[src/design/mode_select_defs.svh]
// Constants for the per-device mode register select block
//
// What this block does
// - In select mode the lane-zero qualifier is caught on a strobe edge.
// - Fixed bursts of four or eight beats work; per-command bursts are spaced as eight beats.
// - Bit 4 of mode register 3 turns the mode on and resets to zero.
// - In the mode, a mode register write runs only when the qualifier is low.
// - Clearing bit 4 of mode register 3 with a low qualifier exits.
// - Dynamic write termination is off while the mode is on.
// - Nominal termination follows the termination pin in the mode.
`ifndef MODE_SELECT_DEFS_SVH
`define MODE_SELECT_DEFS_SVH

// ****************************************************************
// APB register map
// ****************************************************************
`define REG_MR_BASE     8'h00
`define REG_MR_LAST     8'h18
`define REG_STATUS      8'h1c
`define REG_TIMING      8'h20
`define REG_COUNTS      8'h24

// ****************************************************************
// Mode register fields
// ****************************************************************
`define MR_SELECT_BIT   4
`define MR_SELECT_IDX   3'h3
`define MR_NOMTERM_IDX  3'h1
`define MR_PARITY_IDX   3'h5
`define MR_BURST_IDX    3'h0
`define BURST_CHOP4     2'h2
`define MR_RESET        14'h0000

// ****************************************************************
// Timing, in link clock edges
// ****************************************************************
`define TIMING_RESET    32'h0000_0c0a
`define QUAL_TIMEOUT    6'h20
`define PL_4            5'h04
`define PL_5            5'h05
`define PL_6            5'h06
`define PL_8            5'h08

`endif

[src/design/mode_select_pkg.sv]
// Types for the per-device mode register select block
package mode_select_pkg;

    // Command and data pins, as seen on the memory side
    typedef struct packed {
        logic        ck;
        logic        cs_n;
        logic        act_n;
        logic [1:0]  bg;
        logic [1:0]  ba;
        logic [17:0] a;
        logic [7:0]  dq;
        logic        dqs;
        logic        odt;
    } ddr_pins_t;

    typedef enum logic [1:0] {
        ST_IDLE,
        ST_WAIT_LAT,
        ST_WAIT_DQS
    } qual_state_t;

    // One mode register update
    typedef struct packed {
        logic [2:0]  sel;
        logic [13:0] data;
    } mr_write_t;

endpackage

[src/design/mode_select.sv]
// Per-device mode register select: command decode, qualifier, registers
//
// Local design decisions: the register addresses and the APB interface to the registers.
`timescale 1ns/1ps
`default_nettype none
`include "mode_select_defs.svh"

module mode_select (
    input  wire logic                      mclk,
    input  wire logic                      rst,
    input  wire mode_select_pkg::ddr_pins_t pins,
    input  wire logic                      psel,
    input  wire logic                      penable,
    input  wire logic                      pwrite,
    input  wire logic [7:0]                paddr,
    input  wire logic [31:0]               pwdata,
    output logic [31:0]                    prdata,
    output logic                           pready,
    output logic                           pslverr,
    output logic                           select_mode,
    output mode_select_pkg::mr_write_t     mr_write,
    output logic                           mr_write_valid,
    output logic                           mr_drop,
    output logic                           nom_term_on,
    output logic                           dyn_term_allowed
);
    import mode_select_pkg::*;

    // ****************************************************************
    // Pin synchronisers
    // ****************************************************************
    ddr_pins_t meta_q;
    ddr_pins_t pin_q;
    logic      ck_old_q;
    logic      dqs_old_q;

    always_ff @(posedge mclk or posedge rst) begin
        if (rst) begin
            meta_q    <= '0;
            pin_q     <= '0;
            ck_old_q  <= 1'b0;
            dqs_old_q <= 1'b0;
        end else begin
            meta_q    <= pins;
            pin_q     <= meta_q;
            ck_old_q  <= pin_q.ck;
            dqs_old_q <= pin_q.dqs;
        end
    end

    logic ck_rise;
    logic dqs_fall;
    logic cmd_sel;
    logic is_mrs;
    logic [2:0] cmd_mr;

    assign ck_rise  = pin_q.ck & ~ck_old_q;
    assign dqs_fall = ~pin_q.dqs & dqs_old_q;
    assign cmd_sel  = ck_rise & ~pin_q.cs_n;
    // Row, column and write strobes share address lines 16..14
    assign is_mrs   = pin_q.act_n & ~pin_q.a[16] & ~pin_q.a[15]
                      & ~pin_q.a[14];
    assign cmd_mr   = {pin_q.bg[0], pin_q.ba};

    // ****************************************************************
    // Mode registers
    // ****************************************************************
    logic [13:0] mr_q [0:7];
    logic        select_q;
    logic        commit;
    mr_write_t   commit_w;

    always_ff @(posedge mclk or posedge rst) begin
        if (rst) begin
            for (int i = 0; i < 8; i++) begin
                mr_q[i] <= `MR_RESET;
            end
        end else if (commit) begin
            mr_q[commit_w.sel] <= commit_w.data;
        end
    end

    // Entry is unqualified; exit needs the low qualifier like any write
    always_ff @(posedge mclk or posedge rst) begin
        if (rst) begin
            select_q <= 1'b0;
        end else if (commit && commit_w.sel == `MR_SELECT_IDX) begin
            select_q <= commit_w.data[`MR_SELECT_BIT];
        end
    end

    // ****************************************************************
    // Latencies
    // ****************************************************************
    logic [31:0] timing_q;
    logic [4:0]  pl;
    logic [4:0]  al;
    logic [4:0]  write_column_latency;
    logic [4:0]  upd;
    logic [2:0]  half_bl;
    logic [7:0]  wl;
    logic [7:0]  spacing;

    // Software gives write and additive latency in link clocks
    assign write_column_latency = timing_q[4:0];
    assign al  = timing_q[9:5];
    assign upd = timing_q[14:10];

    always_comb begin
        case (mr_q[`MR_PARITY_IDX][2:0])
            3'h1:    pl = `PL_4;
            3'h2:    pl = `PL_5;
            3'h3:    pl = `PL_6;
            3'h4:    pl = `PL_8;
            default: pl = 5'h00;
        endcase
    end

    // Per-command choice is treated as eight beats for spacing
    assign half_bl = (mr_q[`MR_BURST_IDX][1:0] == `BURST_CHOP4) ?
                     3'h2 : 3'h4;
    assign wl      = {3'h0, al} + {3'h0, write_column_latency} + {3'h0, pl};
    // The half clock lost is taken up by counting whole edges
    assign spacing = wl + {5'h00, half_bl} + {3'h0, upd};

    // ****************************************************************
    // Qualifier capture
    // ****************************************************************
    qual_state_t state_q;
    mr_write_t   pend_q;
    logic [7:0]  lat_cnt_q;
    logic [5:0]  tmo_q;
    logic        drop;

    always_ff @(posedge mclk or posedge rst) begin
        if (rst) begin
            state_q   <= ST_IDLE;
            pend_q    <= '0;
            lat_cnt_q <= 8'h00;
            tmo_q     <= 6'h00;
        end else begin
            case (state_q)
                ST_IDLE: begin
                    if (cmd_sel && is_mrs && select_q) begin
                        pend_q    <= '{sel: cmd_mr, data: pin_q.a[13:0]};
                        lat_cnt_q <= wl;
                        state_q   <= ST_WAIT_LAT;
                    end
                end
                ST_WAIT_LAT: begin
                    // Strobe opens at the latency rise; its first fall follows
                    if (ck_rise) begin
                        if (lat_cnt_q <= 8'h01) begin
                            tmo_q   <= `QUAL_TIMEOUT;
                            state_q <= ST_WAIT_DQS;
                        end else begin
                            lat_cnt_q <= lat_cnt_q - 8'h01;
                        end
                    end
                end
                ST_WAIT_DQS: begin
                    // First falling strobe edge after the write latency
                    if (dqs_fall) begin
                        state_q <= ST_IDLE;
                    end else if (ck_rise) begin
                        if (tmo_q == 6'h00) begin
                            state_q <= ST_IDLE;
                        end else begin
                            tmo_q <= tmo_q - 6'h01;
                        end
                    end
                end
                default: state_q <= ST_IDLE;
            endcase
        end
    end

    // Decide on lane zero only; a missing strobe drops the write
    always_comb begin
        commit   = 1'b0;
        drop     = 1'b0;
        commit_w = pend_q;
        if (state_q == ST_IDLE && cmd_sel && is_mrs && !select_q) begin
            commit   = 1'b1;
            commit_w = '{sel: cmd_mr, data: pin_q.a[13:0]};
        end else if (state_q == ST_WAIT_DQS && dqs_fall) begin
            commit = ~pin_q.dq[0];
            drop   = pin_q.dq[0];
        end else if (state_q == ST_WAIT_DQS && ck_rise && tmo_q == 6'h00) begin
            drop = 1'b1;
        end
    end

    // ****************************************************************
    // Spacing and illegal command watch
    // ****************************************************************
    logic [7:0] gap_q;
    logic       gap_err_q;
    logic       bad_cmd_q;
    logic [15:0] ok_cnt_q;
    logic [15:0] drop_cnt_q;
    logic       sw_clr_gap;
    logic       sw_clr_bad;
    logic       gap_short;
    logic       bad_cmd;

    assign gap_short = cmd_sel && is_mrs && select_q && gap_q < spacing;
    // Deselect and no-operation carry all strobes high
    assign bad_cmd   = cmd_sel && select_q && !is_mrs
                       && !(pin_q.act_n && pin_q.a[16] && pin_q.a[15]
                            && pin_q.a[14]);

    always_ff @(posedge mclk or posedge rst) begin
        if (rst) begin
            gap_q <= 8'hff;
        end else if (cmd_sel && is_mrs) begin
            gap_q <= 8'h01;
        end else if (ck_rise && gap_q != 8'hff) begin
            gap_q <= gap_q + 8'h01;
        end
    end

    // A new event beats a software clear in the same cycle
    always_ff @(posedge mclk or posedge rst) begin
        if (rst) begin
            gap_err_q <= 1'b0;
        end else if (gap_short) begin
            gap_err_q <= 1'b1;
        end else if (sw_clr_gap) begin
            gap_err_q <= 1'b0;
        end
    end

    always_ff @(posedge mclk or posedge rst) begin
        if (rst) begin
            bad_cmd_q <= 1'b0;
        end else if (bad_cmd) begin
            bad_cmd_q <= 1'b1;
        end else if (sw_clr_bad) begin
            bad_cmd_q <= 1'b0;
        end
    end

    always_ff @(posedge mclk or posedge rst) begin
        if (rst) begin
            ok_cnt_q   <= 16'h0000;
            drop_cnt_q <= 16'h0000;
        end else begin
            if (commit && select_q) begin
                ok_cnt_q <= ok_cnt_q + 16'h0001;
            end
            if (drop) begin
                drop_cnt_q <= drop_cnt_q + 16'h0001;
            end
        end
    end

    // ****************************************************************
    // APB slave, one wait state on every access
    // ****************************************************************
    logic access;

    assign access     = psel & penable & ~pready;
    assign sw_clr_gap = access & pwrite & (paddr == `REG_STATUS) & pwdata[1];
    assign sw_clr_bad = access & pwrite & (paddr == `REG_STATUS) & pwdata[2];

    always_ff @(posedge mclk or posedge rst) begin
        if (rst) begin
            timing_q <= `TIMING_RESET;
        end else if (access && pwrite && paddr == `REG_TIMING) begin
            timing_q <= {17'h00000, pwdata[14:0]};
        end
    end

    always_ff @(posedge mclk or posedge rst) begin
        if (rst) begin
            pready  <= 1'b0;
            pslverr <= 1'b0;
            prdata  <= 32'h0000_0000;
        end else begin
            pready  <= access;
            pslverr <= 1'b0;
            prdata  <= 32'h0000_0000;
            if (access) begin
                if (paddr[1:0] != 2'h0) begin
                    pslverr <= 1'b1;
                end else if (paddr <= `REG_MR_LAST) begin
                    pslverr <= pwrite;
                    prdata  <= {18'h00000, mr_q[paddr[4:2]]};
                end else if (paddr == `REG_STATUS) begin
                    prdata <= {27'h0, state_q, bad_cmd_q, gap_err_q,
                               select_q};
                end else if (paddr == `REG_TIMING) begin
                    prdata <= timing_q;
                end else if (paddr == `REG_COUNTS) begin
                    pslverr <= pwrite;
                    prdata  <= {drop_cnt_q, ok_cnt_q};
                end else begin
                    pslverr <= 1'b1;
                end
            end
        end
    end

    // ****************************************************************
    // Outputs and termination
    // ****************************************************************
    logic nom_en;

    assign nom_en = mr_q[`MR_NOMTERM_IDX][10:8] != 3'h0;

    always_ff @(posedge mclk or posedge rst) begin
        if (rst) begin
            select_mode      <= 1'b0;
            mr_write         <= '0;
            mr_write_valid   <= 1'b0;
            mr_drop          <= 1'b0;
            nom_term_on      <= 1'b0;
            dyn_term_allowed <= 1'b0;
        end else begin
            select_mode      <= select_q;
            mr_write         <= commit_w;
            mr_write_valid   <= commit;
            mr_drop          <= drop;
            // Pin path only; skew and async delays lie in the pad
            nom_term_on      <= select_q ? (nom_en & pin_q.odt)
                                         : nom_en;
            dyn_term_allowed <= ~select_q;
        end
    end

endmodule
`default_nettype wire

[config.mk]
export PLATFORM = sky130hd
export DESIGN_NAME = mode_select
export DESIGN_NICKNAME = d
export VERILOG_FILES = /design/src/design/mode_select_pkg.sv /design/src/design/mode_select.sv
export VERILOG_INCLUDE_DIRS = /design/src /design/src/design
export SDC_FILE = /design/constraint.sdc
export NUM_CORES = 1
export LEC_CHECK = 0
export ABC_AREA = 1
export BUFFER_PORTS_ARGS = -buffer_cell sky130_fd_sc_hd__buf_2
export CAP_MARGIN = 0
export CORE_MARGIN = 10
export CORE_UTILIZATION = 35
export CTS_CLUSTER_DIAMETER = 100
export DETAILED_ROUTE_END_ITERATION = 6
export GPL_ROUTABILITY_DRIVEN = 1
export SLEW_MARGIN = 25
export SYNTH_ARGS = -nofsm -noshare
export SYNTH_HDL_FRONTEND = slang
export SYNTH_SLANG_ARGS = --single-unit
[constraint.sdc]
create_clock -name mclk -period 11.4 [get_ports mclk]
set_clock_uncertainty 0.1 [all_clocks]
set_input_delay 1.71 -clock mclk [delete_from_list [all_inputs] [get_ports mclk]]
set_output_delay 1.71 -clock mclk [all_outputs]
set_load 0.01 [all_outputs]
==> results of run 1 <==
[flip-flops by register name (all words and copies together), names as in the netlist, 8 cells and up]
name and count:
mr_q 112, pend_q 17, ok_cnt_q 16, timing_q 15, meta_q 26, lat_cnt_q 8, mr_write 17, pin_q 23
prdata 32, drop_cnt_q 16, gap_q 8
[where the power goes]
group          internal [W]  switching [W]
combinational     0.0000380      0.0000866
clock              0.000652       0.000457
sequential          0.00114      0.0000149
[per-layer routing]
| layer | share of wire, % | vias to the layer above | wire, um |
|---|---|---|---|
| li1 | - | 5506 | - |
| met5 | 0 | - | 0 |
| met1 | 45 | 5367 | 17000 |
| met3 | 6.4 | 72 | 2450 |
| met2 | 46 | 351 | 17600 |
| met4 | 2.8 | 0 | 1060 |
[layout by cell type (no fill, tap or decap), types with 3 or more instances in the layout]
cell type  instances
a211oi_1           3
a21oi_1           26
buf_2            109
buf_4             16
clkbuf_1           7
clkbuf_16         36
clkbuf_8           7
clkinv_2           6
dfrtp_1          301
dfstp_2           12
fa_1               8
ha_1              27
inv_1            113
inv_2              8
mux2_1             3
mux2_2             4
nand2_1          517
nand2_2            8
nand3_1          178
nand3b_1           5
nand4_1           12
nor2_1           112
nor2_2             6
nor2_4             3
nor3_1            41
o2111ai_1         11
o211ai_1          15
o21ai_0           87
o21ai_2           14
or2_2             13
xnor2_1            4
xor2_1            28
[logic make-up (layout without fill, tap and decap cells)]
logic type | count (synthesis) | in the layout | synth area share [%]
buffers and inverters | 191 | 310 | 5.76
DFF | 313 | 313 | 54.7
AOI/OAI and AO/OA | 164 | 164 | 6.82
muxes | 7 | 7 | 0.550
adders and majority gates | 35 | 35 | 3.47
xor gates and xnor gates | 32 | 32 | 1.96
and+or+nand+nor | 900 | 900 | 26.7
[final timing paths]
path	from	slack (ps)	cells past startpoint	to
max	mr_q[28]	6830	21	gap_err_q
max in group asynchronous	rst	7650	4	meta_q[26]
min	meta_q[18]	240	0	pin_q[18]
max reg2reg	mr_q[28]	6830	21	gap_err_q
min in group asynchronous	rst	1210	2	meta_q[33]
min reg2reg	meta_q[18]	240	0	pin_q[18]
[area by class of cell]
type	count	area, sq um
Inverter	124	473
Fill cell	4047	24200
Clock buffer	50	1020
Tap cell	532	666
Multi-Input combinational cell	1138	5660
Sequential cell	313	7850
Clock inverter	11	105
Timing Repair Buffer	125	666
[stage by stage]
stage          setup slack [ps]  std cells  area, sq um  total power (W)
2_1_floorplan               952       1642        14300          0.00125
3_3_place_gp               6860       2232        15300          0.00129
3_5_place_dp               6850       2232        15300          0.00130
4_1_cts                    6840       2293        16400          0.00242
5_1_grt                    6570       2293        16400          0.00249
6_report                   6830       2293        16400          0.00238
==> flow_metrics.tcl, run 1 <==
set metrics [dict create \
    critPathSlowestCell "fa_1" \
    dp_hpwl_mm 25.6 \
    dr.first_iter.drc_count 971 \
    grt_busiest_layer "met2" \
    start_kind "flip-flop" \
    syn_nets 1757 \
    drt_wl_total_mm 38.1 \
    max_freq_ghz 0.219 \
    crit_family "adder cells" \
    drc_errors 0 \
    postCtsHoldBufs 0 \
    grtUsageMet3_pct 3.10 \
    wl_per_cell_um 16.6 \
    vias 11300 \
    synth_edf_count 0 \
    fin_hold_ws_ps 244 \
    nets 1853 \
    synth_flop_cell "dfrtp_1" \
    cp.arrival_ps 4930 \
    drv_cap 0 \
    fp.coreArea_sq_um 40600 \
    cts_htree_levels 2 \
    synth_area_leaders "dfrtp_1 (53%), nand2_1 (14%), nand3_1 (6.2%)" \
    grt_overflow 0 \
    synth.most_common_cell "nand2_1" \
    async_flop_share_pct 100 \
    clk_pin_slew_ps 60 \
    synth.distinct_cells 43 \
    dieWidth_um 222 \
    clock_latency_ps 530 \
    antenna_found_initial 0 \
    final_util_pct 40.5 \
    crit_type "flip-flop to flip-flop" \
    rows 74 \
    yosys_warnings 0 \
    finalHoldViolCount 0 \
    setup_viol 0 \
    port_buffers 109 \
    maxSlewHeadroom_pct 31.7 \
    p_leak_nw 8.27 \
    place.gp.congestion 0.865 \
    vdd_drop_max_mv 0.102 \
    netlist_area_sq_um 14300 \
    crit_fanout 5 \
    cp-end-kind "flip-flop" \
    hold_class "flip-flop to flip-flop" \
    ys_ff_latch 313 \
    ios 136 \
    final_max_slew_viol_count 0 \
    post-route-period-util_pct 40.1 \
    cts_sinks 313 \
    antenna_cells 0 \
    rsz0062_at_grt "false" \
    grt_max_degree 116 \
    grt_pass1_wl_mm 62.2 \
    post-route-min-period_ps 4570 \
    synth_top_cells_by_count "nand2_1 (517), dfrtp_1 (301), nand3_1 (178)" \
    gr-usage-met1_pct 20.4 \
    use_met2_pct 24.7 \
    postRouteAntennaNets 0 \
    synthCells 1642 \
    synth_top_area_cell "dfrtp_1" \
    root_buffer "clkbuf_16" \
    area_delta_synth_final_pct 14.7 \
    cts_setup_buffers 0 \
    tns_ps 0 \
    crit_required_ps 11760 \
    post_cts_resized 0 \
    status "complete, no violations" \
    vias_per_cell 4.93 \
    drive_gt1_share_pct 14.3 \
    start_util_pct 35.3 \
    grtUsageTotal_pct 15.4 \
    slowest_delay_ps 580 \
    grt_pass1_vias 11200 \
    synth.avg_cell_area_sq_um 8.73 \
    cts_buffer_depth 3 \
    synthDominantCellAreaShare_pct 52.5 \
    tightest_slew_ps 1020 \
    yosysSeqAreaShare_pct 54.7 \
    dr.pass1.iters 5 \
    pwr_density_cell_nw_per_um2 145 \
    die_area_sq_um 49500 \
    die_y_um 222 \
    cts_made_buffers 36 \
    crit_top_cell "nand2_1" \
    crit_buf_inv 3 \
    worstPathCellList "inv_1 > nor3_1 > fa_1 > ha_1 > fa_1 > inv_1 > fa_1 > inv_1 > ha_1 > nand3_1 > nand2_1 > nand2_1 > nand2_1 > a21oi_1 > xor2_1 > ha_1 > nand2_1 > nor2_1 > a211oi_1 > nand3_1 > nand2_1" \
    cts_tree "built" \
]
Power figures use the tool's default switching activity.
==> run 2, diff against run 1 <==
Clock period 11.4 ns to 3.7 ns, I/O delays scaled along.
==> run 2 against run 1 <==
  * The run now ends with negative setup slack left
  * Via count up 1.0%
  * Critical path type unchanged
  * Cell count rose by 2.8%
  * Sequential power grew to 3.1 times the previous value
  * Global-route usage up 0.57 points
  * Maximum frequency is 8.0% higher
  * Register-to-register slack worse by 7400 ps
  * Non-clock buffer count grew 57
  * Sequential share of layout area fell by 2.0 points
==> flow_metrics.tcl, run 2 (synthesis gave the netlist of run 1 again) <==
set metrics [dict create \
    status "complete, but fails checks" \
    violations "negative setup slack" \
    postRouteAntennaNets 0 \
    pwr_density_cell_nw_per_um2 450 \
    cp-end-kind "flip-flop" \
    instances_no_fill 2357 \
    start_util_pct 35.3 \
    reg_top3 "mr_q: 112 flops, prdata: 32 flops, meta_q: 26 flops" \
    die_y_um 222 \
    clock_latency_ps 550 \
    place_area_sq_um 15600 \
    start_kind "flip-flop" \
    antenna_found_initial 0 \
    grt_overflow 0 \
    cp.arrival_ps 4630 \
    ios 136 \
    cts_htree_levels 2 \
    crit_type "flip-flop to flip-flop" \
    r2r_setup_slack_ps -530 \
    setup_viol 1 \
    wl_met1_mm 17.5 \
    vias 11400 \
    port_buffers 109 \
    finalHoldViolCount 0 \
    cts_buffer_depth 3 \
    tns_ps -534 \
    wl_per_cell_um 16.7 \
    top_layer_used "met4" \
    p_leak_nw 8.62 \
    cts_sinks 313 \
    final_util_pct 42.2 \
    layout_commonest_cell "nand2_1" \
    rows 74 \
    cts_tree "built" \
    drt_wl_total_mm 39.2 \
    antenna_cells 0 \
    dieWidth_um 222 \
    met3_length_mm 2.20 \
    dp_hpwl_mm 27.1 \
    largest-register "mr_q" \
    fp.coreArea_sq_um 40600 \
    grt_pass1_vias 11700 \
    crit_required_ps 4090 \
    clk_pin_slew_ps 60 \
    maxSlewHeadroom_pct 38.7 \
    post-route-min-period_ps 4230 \
    n_fill_cell 4018 \
    rsz0062_at_grt "true" \
    dr.first_iter.drc_count 876 \
    reg2regPathDepth 21 \
    hold_class "input pin to flip-flop" \
    dp.cells 2263 \
    largest_reg_flops 112 \
    nets 1911 \
    tightest_slew_ps 917 \
    grt_max_degree 73 \
    max_freq_ghz 0.236 \
    die_area_sq_um 49500 \
    area_delta_synth_final_pct 19.7 \
    final_cell_mix "nand2_1 (517), dfrtp_1 (300), nand3_1 (178), nor2_1 (112), inv_1 (110)" \
    total_power_w 0.00772 \
    hold_depth 1 \
    vias_per_cell 4.84 \
    design_area_sq_um 17200 \
    root_buffer "clkbuf_16" \
    post-route-period-util_pct 114 \
    place.gp.congestion 0.849 \
    final_max_slew_viol_count 0 \
    drive_gt1_share_pct 16.6 \
    grt_pass1_wl_mm 63.9 \
    dr.pass1.iters 6 \
    drv_cap 0 \
    fin_ws_ps -534 \
    drc_errors 0 \
    wl_met2_mm 18.6 \
    vdd_drop_max_mv 0.390 \
    crit_fanout 2 \
    grtUsageTotal_pct 15.9 \
    cts_made_buffers 37 \
]
[run 2: cell type report]
type	instances	area, sq um	share of cell area (%)
Clock buffer	52	1100	6.43
Clock inverter	16	170	0.992
Inverter	124	469	2.74
Multi-Input combinational cell	1138	5690	33.2
Sequential cell	313	7850	45.8
Tap cell	532	666	3.88
Timing Repair Buffer	182	1210	7.03
[run 2: path summary, 6_finish.rpt]
path	start	endpoint
setup / recovery	mr_q[28]	gap_err_q
setup reg to reg	mr_q[28]	gap_err_q
min in group asynchronous	rst	meta_q[26]
hold / removal	pins[24]	meta_q[24]
max in group asynchronous	rst	mr_q[19]
hold reg to reg	meta_q[21]	pin_q[21]
[run 2: metal layers]
layer	global-route usage, %	up-vias
li1	-	5608
met1	20.7	5437
met2	26.3	304
met3	3.31	64
met4	4.51	0
met5	0	-
[run 2: stage by stage]
step	hold WS (ps)	setup WS, ps
after floorplan	231	-1110
after global placement	233	-526
after detailed placement	235	-608
after CTS	2.10	-547
after global routing	3.00	-732
final	21.4	-534
[run 2: worst max-delay path: stages (launching register included)]
cell and delay [ps]:
dfrtp_1 360, inv_2 60, nor3_4 200, fa_1 440
ha_2 200, fa_1 520, inv_2 50, fa_1 570
inv_1 60, ha_1 290, nand3_1 80, nand2_1 80
nand2_1 60, nand2_1 60, a21oi_2 130, xor2_1 170
ha_1 240, nand2_1 70, nor2_1 50, a211oi_1 190
nand3_1 120, nand2_1 70
[run 2: timing repair]
| action | 4_1_cts | 5_1_grt |
|---|---|---|
| setup buffers | 1 | 0 |
| hold buffers | 25 | 0 |
| pin swaps | 3 | 0 |
| endpoints found under the hold margin | 25 | 0 |
| endpoints found under the setup margin | 1 | 1 |
| gates resized for setup | 4 | 3 |
[run 2: where the power goes]
group | total [W] | switching (W) | internal, W
sequential | 0.00355 | 0.0000472 | 0.00350
clock | 0.00375 | 0.00151 | 0.00224
combinational | 0.000425 | 0.000271 | 0.000155
==> run 3, diff against run 2 <==
Settings changed: BUFFER_PORTS_ARGS -buffer_cell sky130_fd_sc_hd__buf_2 to -buffer_cell sky130_fd_sc_hd__buf_4, CELL_PAD_IN_SITES_DETAIL_PLACEMENT set to 0, CELL_PAD_IN_SITES_GLOBAL_PLACEMENT set to 2, CORE_UTILIZATION 35 to 33, GPL_TIMING_DRIVEN set to 0, PLACE_DENSITY_LB_ADDON set to 0.1.
==> run 3 against run 2 <==
  * The run ends with design-rule violations, negative setup slack left
  * Hold slack better by 95 ps
  * Sequential share of layout area fell by 1.8 points
  * Via count is 1.7% higher
  * Count of clock-buffer cells in the layout rose by 3
  * Die area rose by 5.5%
  * Critical path type unchanged
  * Highest routed layer unchanged
==> flow_metrics.tcl, run 3 (synthesis gave the netlist of run 1 again) <==
set metrics [dict create \
    status "complete, but fails checks" \
    violations "design-rule violations, negative setup slack" \
    grt_pass1_vias 11700 \
    reg_top3 "mr_q: 112 flops, prdata: 32 flops, meta_q: 26 flops" \
    fp.coreArea_sq_um 43000 \
    postRouteAntennaNets 0 \
    fin_ws_ps -540 \
    post-route-period-util_pct 115 \
    rows 76 \
    finalHoldViolCount 0 \
    drc_errors 2 \
    max_freq_ghz 0.236 \
    vias 11600 \
    tightest_slew_ps 866 \
    setup_viol 1 \
    nets 1952 \
    start_kind "flip-flop" \
    cts_sinks 313 \
    clock_latency_ps 570 \
    cts_buffer_depth 3 \
    wl_per_cell_um 18.9 \
    root_buffer "clkbuf_16" \
    drt_wl_total_mm 46.5 \
    r2r_start "mr_q[29]" \
    grt_max_degree 34 \
    dp_hpwl_mm 34.0 \
    cp.arrival_ps 4630 \
    post-route-min-period_ps 4240 \
    place.gp.congestion 0.824 \
    drv_cap 0 \
    final_cell_mix "nand2_1 (515), dfrtp_1 (299), nand3_1 (177), buf_4 (120), nor2_1 (111)" \
    layout_commonest_cell "nand2_1" \
    n_fill_cell 4410 \
    clk_pin_slew_ps 50 \
    largest-register "mr_q" \
    vdd_drop_max_mv 0.287 \
    cp-startpoint "mr_q[29]" \
    grt_overflow 0 \
    vias_per_cell 4.73 \
    drive_gt1_share_pct 17.7 \
    grt_pass1_wl_mm 72.3 \
    die_y_um 228 \
    antenna_cells 0 \
    dieWidth_um 228 \
    port_buffers 109 \
    final_util_pct 41.5 \
    antenna_found_initial 1 \
    rsz0062_at_grt "true" \
    hold_class "input pin to flip-flop" \
    ios 136 \
    crit_fanout 4 \
    grtUsageTotal_pct 17.9 \
    cts_tree "built" \
    cts_htree_levels 2 \
    cts_made_buffers 38 \
    dp_slack_ps -827 \
    area_delta_synth_final_pct 24.5 \
    die_area_sq_um 52200 \
    dr.pass1.iters 7 \
    start_util_pct 33.4 \
    p_leak_nw 8.76 \
    hp-start "pwdata[0]" \
    largest_reg_flops 112 \
    dr.first_iter.drc_count 790 \
    maxSlewHeadroom_pct 42.3 \
    final_max_slew_viol_count 0 \
    cp-end-kind "flip-flop" \
    crit_type "flip-flop to flip-flop" \
    crit_required_ps 4090 \
    pwr_density_cell_nw_per_um2 437 \
]
run 3: final timing paths:
check / to / slack, ps / depth (start not counted)
max: gap_err_q / -540 / 21
min: timing_q[0] / 120 / 2
max reg2reg: gap_err_q / -540 / 21
min reg2reg: pin_q[20] / 240 / 0
max in group asynchronous: mr_q[50] / 1800 / 7
min in group asynchronous: mr_write[14] / 530 / 3
run 3: cell type report:
type	count	area, sq um	share of cell area, %
inverters	124	469	2.63
well taps	585	732	4.10
multi-input cells	1138	5790	32.4
clock buffers	55	1100	6.19
flip-flops and latches	313	7850	44.0
repair buffers	155	1400	7.82
clock inverters	15	150	0.841
plain buffers	67	360	2.02
run 3: critical path, stage by stage, from the launching register on:
cell	delay, ps
dfrtp_1	380
inv_2	90
nor3_4	200
fa_1	440
ha_2	210
fa_1	520
inv_2	60
fa_2	600
inv_2	50
ha_4	260
nand3_2	70
nand2_2	80
nand2_1	50
nand2_1	60
a21oi_2	60
xor2_1	150
ha_1	320
nand2_2	80
nor2_2	50
a211oi_2	150
nand3_1	130
nand2_1	80
run 3: report_power, final:
part	internal, W	leakage (nW)	total [W]	switching [W]
Combinational	0.000189	3.99	0.000484	0.000295
Sequential	0.00350	4.15	0.00355	0.0000464
Clock	0.00223	0.623	0.00378	0.00155
Total	0.00592	8.76	0.00781	0.00189
run 3: metrics by stage:
stage	area [sq um]	power, W	std cells	setup TNS (ps)	hold slack [ps]
finish	17900	0.00781	2452	-540	116
global route	17900	0.00814	2452	-765	106
CTS	17700	0.00793	2446	-675	82.3
detailed placement	16200	0.00406	2348	-827	235
global placement	15900	0.00403	2336	-1026930	232
floorplan	14400	0.00385	1642	-335620	231
run 3: what timing repair did:
action                                  4_1_cts  5_1_grt
hold buffers                                 27        0
endpoints found under the setup margin        1        1
pin swaps                                     3       16
gates resized for setup                       9       19
endpoints found under the hold margin        39        0
setup buffers                                 1        6
run 3: layer usage:
metal	global-route usage, %	share of wire (%)	vias up
met3	2.49	3.4	65
met5	0	0	-
met4	5.52	2.2	0
met1	23.8	46	5655
li1	-	-	5704
met2	29.5	48	180
